## config.mk

```make
export PLATFORM = sky130hd
export DESIGN_NAME = rre_exec
export DESIGN_NICKNAME = d
export VERILOG_FILES = /design/src/rre_exec.v
export VERILOG_INCLUDE_DIRS = /design/src
export SDC_FILE = /design/constraint.sdc
export NUM_CORES = 1
export LEC_CHECK = 0
export ABC_AREA = 1
export BUFFER_PORTS_ARGS = -buffer_cell sky130_fd_sc_hd__buf_2
export CAP_MARGIN = 40
export CORE_ASPECT_RATIO = 0.9
export CORE_UTILIZATION = 45
export CTS_CLUSTER_DIAMETER = 120
export DETAILED_ROUTE_END_ITERATION = 10
export HOLD_SLACK_MARGIN = 0.15
export PLACE_DENSITY = 0.77
export SKIP_LAST_GASP = 1
export SLEW_MARGIN = 15
export SYNTH_ARGS = -nofsm -noshare
export SYNTH_HDL_FRONTEND = slang
export SYNTH_SLANG_ARGS = --single-unit
```

## constraint.sdc

```tcl
create_clock -name clock -period 3.3 [get_ports clock]
set_input_delay 0.99 -clock clock [delete_from_list [all_inputs] [get_ports clock]]
set_output_delay 0.99 -clock clock [all_outputs]
set_load 0.1 [all_outputs]
```

## src/rre_exec_map.vh

```
/*
 * Constants for the return and rotate execution block: instruction
 * selects, widths, field positions, cycle counts and reset values.
 * Assumes inclusion by bare name from the design file and the bench top.
 */
`ifndef RRE_EXEC_MAP_VH
`define RRE_EXEC_MAP_VH

// ----------------------------------------
// Instruction selects
// ----------------------------------------
`define RRE_OP_NONE 3'h0
`define RRE_OP_IRQ_EXIT 3'h1
`define RRE_OP_LIT_EXIT 3'h2
`define RRE_OP_SUB_EXIT 3'h3
`define RRE_OP_ROT_LEFT 3'h4

// ----------------------------------------
// Widths and field positions
// ----------------------------------------
`define RRE_PC_W 15
`define RRE_FADDR_W 7
`define RRE_IRQ_EN_BIT 7

// ----------------------------------------
// Cycle counts and reset values
// ----------------------------------------
`define RRE_RET_CYCLES 2'h2
`define RRE_ROT_CYCLES 2'h1
`define RRE_PC_RST 15'h0000
`define RRE_BYTE_RST 8'h00
`define RRE_FADDR_RST 7'h00

`endif

```

## src/rre_exec.v

```verilog
/*
 * Execution unit for the interrupt exit, literal exit, subroutine exit
 * and rotate-left-through-carry instructions.
 * Assumes the decode stage presents one instruction per issue pulse,
 * only while busy is low, and that the stack and file register data
 * are valid in the cycle of issue.
 */
// Function
// [RQ1] Interrupt exit pops the stack, loads the top entry into the program counter and sets the global enable.
// [RQ2] The global enable sits at bit 7 of the interrupt control register and the interrupt exit takes two cycles.
// [RQ3] Literal exit writes its 8-bit literal into the working register.
// [RQ4] Literal exit also pops the stack into the program counter, in one word and two cycles.
// [RQ5] Subroutine exit has no operands and pops the stack into the program counter over two cycles.
// [RQ6] Rotate left moves old carry into bit 0 and old bit 7 into the carry.
// [RQ7] Rotate left writes the working register when the destination select is 0, the file register when 1.
// [RQ8] Rotate left takes one word and one cycle and changes only the carry among the status bits.
`include "rre_exec_map.vh"

module rre_exec (
    // Clock, reset, enable
    input wire clock,
    input wire nrst,
    input wire clk_en,
    // Decoded instruction
    input wire issue,
    input wire [2:0] op_sel,
    input wire [7:0] literal,
    input wire [6:0] file_addr,
    input wire dest_sel,
    // Core state inputs
    input wire [14:0] stack_top_entry,
    input wire [7:0] file_data,
    input wire carry_in,
    input wire [7:0] irq_control_reg,
    // Execution outputs
    output reg busy,
    output reg done,
    output reg stack_pop,
    output reg pc_load,
    output reg [14:0] pc_value,
    output reg w_write,
    output reg [7:0] w_value,
    output reg file_write,
    output reg [6:0] file_waddr,
    output reg [7:0] file_wdata,
    output reg carry_write,
    output reg carry_out,
    output reg irq_ctl_write,
    output reg [7:0] irq_ctl_value
);

    // ----------------------------------------
    // Helper functions
    // ----------------------------------------
    function [8:0] rre_rotl;
        input [7:0] val;
        input cin;
        begin
            rre_rotl = {val, cin};
        end
    endfunction

    function rre_op_is;
        input [2:0] op;
        input [2:0] code;
        begin
            rre_op_is = (op == code);
        end
    endfunction

    function [7:0] rre_set_irq_en;
        input [7:0] ctl;
        begin
            rre_set_irq_en = ctl | (8'h01 << `RRE_IRQ_EN_BIT);
        end
    endfunction

    // ----------------------------------------
    // Sequencer state
    // ----------------------------------------
    localparam ST_IDLE = 1'h0;
    localparam ST_WAIT = 1'h1;

    reg state_r;
    reg state_nxt;
    reg [1:0] cnt_r;
    reg [1:0] cnt_nxt;
    reg [8:0] rot;
    reg is_ret;
    reg is_irq;
    reg is_lit;
    reg is_rot;
    reg take_ret;
    reg take_rot;
    reg finish;

    // ----------------------------------------
    // Decode of the presented instruction
    // ----------------------------------------
    always @* begin
        rot = rre_rotl(file_data, carry_in); // RQ6
        is_irq = rre_op_is(op_sel, `RRE_OP_IRQ_EXIT);
        is_lit = rre_op_is(op_sel, `RRE_OP_LIT_EXIT);
        is_ret = is_irq || is_lit || rre_op_is(op_sel, `RRE_OP_SUB_EXIT);
        is_rot = rre_op_is(op_sel, `RRE_OP_ROT_LEFT);
        take_ret = issue && (state_r == ST_IDLE) && is_ret;
        take_rot = issue && (state_r == ST_IDLE) && is_rot;
        finish = (state_r == ST_WAIT) && (cnt_r == `RRE_ROT_CYCLES);
    end

    // ----------------------------------------
    // Next state
    // ----------------------------------------
    always @* begin
        state_nxt = state_r;
        cnt_nxt = cnt_r;
        case (state_r)
            ST_IDLE: begin
                if (take_ret) begin
                    state_nxt = ST_WAIT;
                    cnt_nxt = `RRE_RET_CYCLES - 2'h1; // RQ2 RQ4 RQ5
                end
            end
            ST_WAIT: begin
                cnt_nxt = cnt_r - 2'h1;
                if (finish) begin
                    state_nxt = ST_IDLE;
                end
            end
            default: begin
                state_nxt = ST_IDLE;
            end
        endcase
    end

    // ----------------------------------------
    // State registers
    // ----------------------------------------
    always @(posedge clock or negedge nrst) begin
        if (!nrst) begin
            state_r <= ST_IDLE;
            cnt_r <= 2'h0;
        end else if (clk_en) begin
            state_r <= state_nxt;
            cnt_r <= cnt_nxt;
        end
    end

    // ----------------------------------------
    // Busy and done
    // ----------------------------------------
    always @(posedge clock or negedge nrst) begin
        if (!nrst) begin
            busy <= 1'h0;
            done <= 1'h0;
        end else if (clk_en) begin
            busy <= (state_nxt == ST_WAIT); // RQ2 RQ4 RQ5
            done <= take_rot || finish; // RQ2 RQ8
        end
    end

    // ----------------------------------------
    // Stack pop and program counter load
    // ----------------------------------------
    always @(posedge clock or negedge nrst) begin
        if (!nrst) begin
            stack_pop <= 1'h0;
            pc_load <= 1'h0;
            pc_value <= `RRE_PC_RST;
        end else if (clk_en) begin
            stack_pop <= take_ret; // RQ1 RQ4 RQ5
            pc_load <= take_ret;
            if (take_ret) begin
                pc_value <= stack_top_entry; // RQ1 RQ4 RQ5
            end
        end
    end

    // ----------------------------------------
    // Working register write
    // ----------------------------------------
    always @(posedge clock or negedge nrst) begin
        if (!nrst) begin
            w_write <= 1'h0;
            w_value <= `RRE_BYTE_RST;
        end else if (clk_en) begin
            w_write <= (take_ret && is_lit) || (take_rot && !dest_sel); // RQ3 RQ7
            if (take_ret && is_lit) begin
                w_value <= literal; // RQ3
            end else if (take_rot && !dest_sel) begin
                w_value <= rot[7:0]; // RQ6 RQ7
            end
        end
    end

    // ----------------------------------------
    // File register write
    // ----------------------------------------
    always @(posedge clock or negedge nrst) begin
        if (!nrst) begin
            file_write <= 1'h0;
            file_waddr <= `RRE_FADDR_RST;
            file_wdata <= `RRE_BYTE_RST;
        end else if (clk_en) begin
            file_write <= take_rot && dest_sel; // RQ7
            if (take_rot && dest_sel) begin
                file_waddr <= file_addr; // RQ7
                file_wdata <= rot[7:0]; // RQ6 RQ7
            end
        end
    end

    // ----------------------------------------
    // Carry flag write
    // ----------------------------------------
    always @(posedge clock or negedge nrst) begin
        if (!nrst) begin
            carry_write <= 1'h0;
            carry_out <= 1'h0;
        end else if (clk_en) begin
            carry_write <= take_rot; // RQ8
            if (take_rot) begin
                carry_out <= rot[8]; // RQ6
            end
        end
    end

    // ----------------------------------------
    // Interrupt control write
    // ----------------------------------------
    always @(posedge clock or negedge nrst) begin
        if (!nrst) begin
            irq_ctl_write <= 1'h0;
            irq_ctl_value <= `RRE_BYTE_RST;
        end else if (clk_en) begin
            irq_ctl_write <= take_ret && is_irq; // RQ1 RQ2
            if (take_ret && is_irq) begin
                irq_ctl_value <= rre_set_irq_en(irq_control_reg); // RQ1 RQ2
            end
        end
    end

endmodule

```

Yosys cells after proc, flatten, opt, wreduce, memory -nomap -nowiden

Index checks and enable logic that the tools add are counted.

Word-level logic and storage cells: 49
Output and inout bits: 55
Input bits: 55
Register bits after elaboration: 56

Equal/unequal tests: 6
Add/subtract/negate cells: 1
Bitwise gates (word level): 1
Reduce and logical (&&, ||, !) cells: 20
Mux-type cells: 7

Operators by type and width:

| cell                | number |
|---|---|
| $mux 8              | 2 |
| $reduce_and 2->1    | 6 |
| $logic_and 1x1->1   | 8 |
| $eq 3x2->1 const B  | 2 |
| $logic_or 1x1->1    | 4 |
| $pmux 2 s2          | 1 |
| $eq 3x1->1 const B  | 1 |
| $eq 3x3->1 const B  | 1 |
| $eq 2x1->1 const B  | 1 |
| $mux 1              | 2 |
| $mux 2              | 1 |
| $ne 2x2->1 const B  | 1 |
| $pmux 1 s2          | 1 |
| $reduce_bool 2->1   | 1 |
| $sub 2x1->2 const B | 1 |
| $logic_not 1->1     | 1 |
| $not 1->1           | 1 |

Longest topological paths before layout

Word-level depth: 7
Depth in mapped cells: 9
Mapped depth without buffers: 7

Least setup slack after synthesis

No wires, ideal clock.

Kind: reg2out
From: reg, netlist name pc_load
To: out stack_pop
Setup slack: 970 ps
Data required time: 2,310 ps
Path buffers: 1
Stages on the path, launching flop included: 2
Arrival time: 1,340 ps
Path through: dfrtp_1 buf_4

RTL lines:

| what             | line          | source |
|---|---|---|
| end: declaration | rre_exec.v:38 | `output reg stack_pop,` |

Final worst setup path

From: reg busy
To: out busy

RTL lines:

| what                     | line           | source |
|---|---|---|
| start: declaration       | rre_exec.v:36  | `output reg busy,` |
| start signal: assignment | rre_exec.v:157 | `busy <= (state_nxt == ST_WAIT);` |

No word-level cell between the ends.

==> flow_summary.ini <==
[critical_path]
rr_startpoint = busy$_DFFE_PN0P_
cp_cell_sequence = buf_2
critPathTopFamily = buffers and inverters
r2r-end = pc_value[0]$_DFFE_PN0P_
crit_type = flip-flop to primary output
cp.required_ps = 2310
crit_arrival_ps = 1230
cp-end-kind = primary output
crit_fanout = 6
reg2reg_slack_ps = 1550
worstRegToRegCells = 7
critPathMaxStageDelay_ps = 470
timing.critical_path.buf_inv = 1
start_kind = flip-flop
cp_slowest_cell = buf_2

[place]
place.detailed.hpwl_um = 3874
dp_cells = 446
numPortBuffers = 108
routabilityCongestion = 0.7977
postPlaceCellArea_mm2 = 0.003023

[cells_and_area]
layout_commonest_cell = nand2_1
area_growth_syn_to_layout_pct = 24.99
drive_gt1_frac = 0.3618
final_cells = 454
layout_common_cells = nand2_1, buf_2, dfrtp_1
fin_area_mm2 = 0.003117
diodes = 0
fin_nets = 442

[synth]
synth_area_mm2 = 0.002494
yosysSeqAreaShare = 0.5620
synth_cell_type_count = 23
yosysWarnings = 0
syn-num-nets = 337
synth_seq_cells = 56
synth_compound_area_frac = 0.05068
synthAdderAreaFrac = 0.005018
synth.area.mux_share = 0
postSynthAreaPerCell_um2 = 8.874
synth_top_family_by_area = simple AND/OR/NAND/NOR gates
synth-simple-area-share = 0.3141
postSynthCellCount = 281
synth-xor-area-share = 0

[clocking]
root_buffer = clkbuf_8
clk_path_buf_depth = 2
cts_sinks = 56
cts_resized = 0
cts_hold_buf = 0
post_cts_buffers = 0
clk_pin_slew_ps = 90
cts_made_buffers = 5
clock_latency_ps = 290
cts.htree.levels = 2
cts_tree = built

[sta]
setup_violations = 0
drv_slew = 0
fin_crit_sh = 0.6715
fmax_mhz = 451.3
slew_headroom = 0.5351
whs_ps = 465.7
rsz0062_at_grt = false
finalClockSkew_ps = 4.704
fin_crit_ps = 2216
worstMarginPinSlew_ps = 697.4
hold_violations = 0
fin_setup_tns_ps = 0

[routing]
drt_iter0_drc = 93
firstDrtPassIters = 6
num_vias = 2084
wl_um = 5220
avgViaCountPerCell = 4.590
antenna_left = 0
drc = 0
wire_per_inst_um = 11.50

[grt]
grt_overflow = 0
antenna_found_initial = 0
grt_pass1_vias = 1938
grt_max_degree = 33
track_usage = 0.1932
grt_pass1_wl_um = 8756

[worst_hold_path]
worstHoldPathType = flip-flop to flip-flop
hold_path.startpoint = irq_ctl_value[7]$_DFFE_PN0P_
whs_path_depth = 2
min_to = irq_ctl_value[7]$_DFFE_PN0P_

[floorplanning]
die_width_um = 80.47
die-area_mm2 = 0.005843
ios = 110
core_area_mm2 = 0.005286
fp-row-count = 25
start_util = 0.4717
die_y_um = 72.62

[flow_run]
drv_cap = 0

[status]
outcome = completed
-- metrics by stage --
stage                     worst slack [ps]    util
final                                 1084  0.5896
after detailed placement             968.1  0.5718
after floorplan                      970.1       -
after global placement                1001  0.5718
after CTS                             1075  0.5896
after global routing                  1036  0.5896
-- cell families after synthesis --
group                      count (synthesis)
adders and majority gates                  1
and+or+nand+nor                          171
AOI/OAI and AO/OA                         24
DFF                                       56
buffers and inverters                     29
-- cell type report --
type                            count  area [um^2]
Clock buffer                        7        86.33
Inverter                           18        67.56
Multi-Input combinational cell    196        922.1
Fill cell                         504         2170
Sequential cell                    56         1401
Timing Repair Buffer              109        548.0
Clock inverter                      1        7.507
Tap cell                           67        83.83
-- metal layers --
metal	GRT usage	up-vias	routed length [um]
li1	-	1086	-
met1	0.2697	932	2533
met2	0.3126	64	2361
met3	0.03875	2	304
met4	0.04365	0	20
met5	0	-	0
-- synth_stat cells --
master,number,share of area
nand3_2,1,0.0040
nor2_1,1,0.0015
nand2_1,128,0.19
inv_1,15,0.023
nand2_4,3,0.014
ha_1,1,0.0050
o21ai_1,6,0.012
buf_1,1,0.0015
o21ai_2,1,0.0035
nand3b_1,1,0.0030
buf_2,1,0.0020
nand3_4,2,0.014
buf_8,1,0.0060
nor2_4,4,0.018
inv_2,3,0.0045
buf_4,3,0.0090
dfrtp_1,56,0.56
nand2_2,9,0.023
o211ai_1,1,0.0030
nor2_2,1,0.0025
o21ai_0,16,0.032
buf_6,5,0.023
nand3_1,21,0.042
-- how the worst max path moves through the flow --
stage / startpoint / to / slack [ps] / cells past startpoint
after floorplan: pc_load$_DFFE_PN0P_ / stack_pop / 970 / 1
after global placement: issue / pc_value[0]$_DFFE_PN0P_ / 1000 / 7
after detailed placement: issue / pc_value[0]$_DFFE_PN0P_ / 970 / 7
after CTS: busy$_DFFE_PN0P_ / busy / 1070 / 1
after global routing: busy$_DFFE_PN0P_ / busy / 1040 / 1
final: busy$_DFFE_PN0P_ / busy / 1080 / 1
-- state kept, by name (all words and copies together), names as in the netlist --
register	flops
pc_value	15
file_wdata	8
irq_ctl_value	8
w_value	8
file_waddr	7
cnt_r	2
busy	1
carry_out	1
carry_write	1
done	1
file_write	1
irq_ctl_write	1
pc_load	1
w_write	1
Power is left out: the tool's default activity adds up to more than one toggle a clock period on the data nets, which glitch-free logic cannot reach.
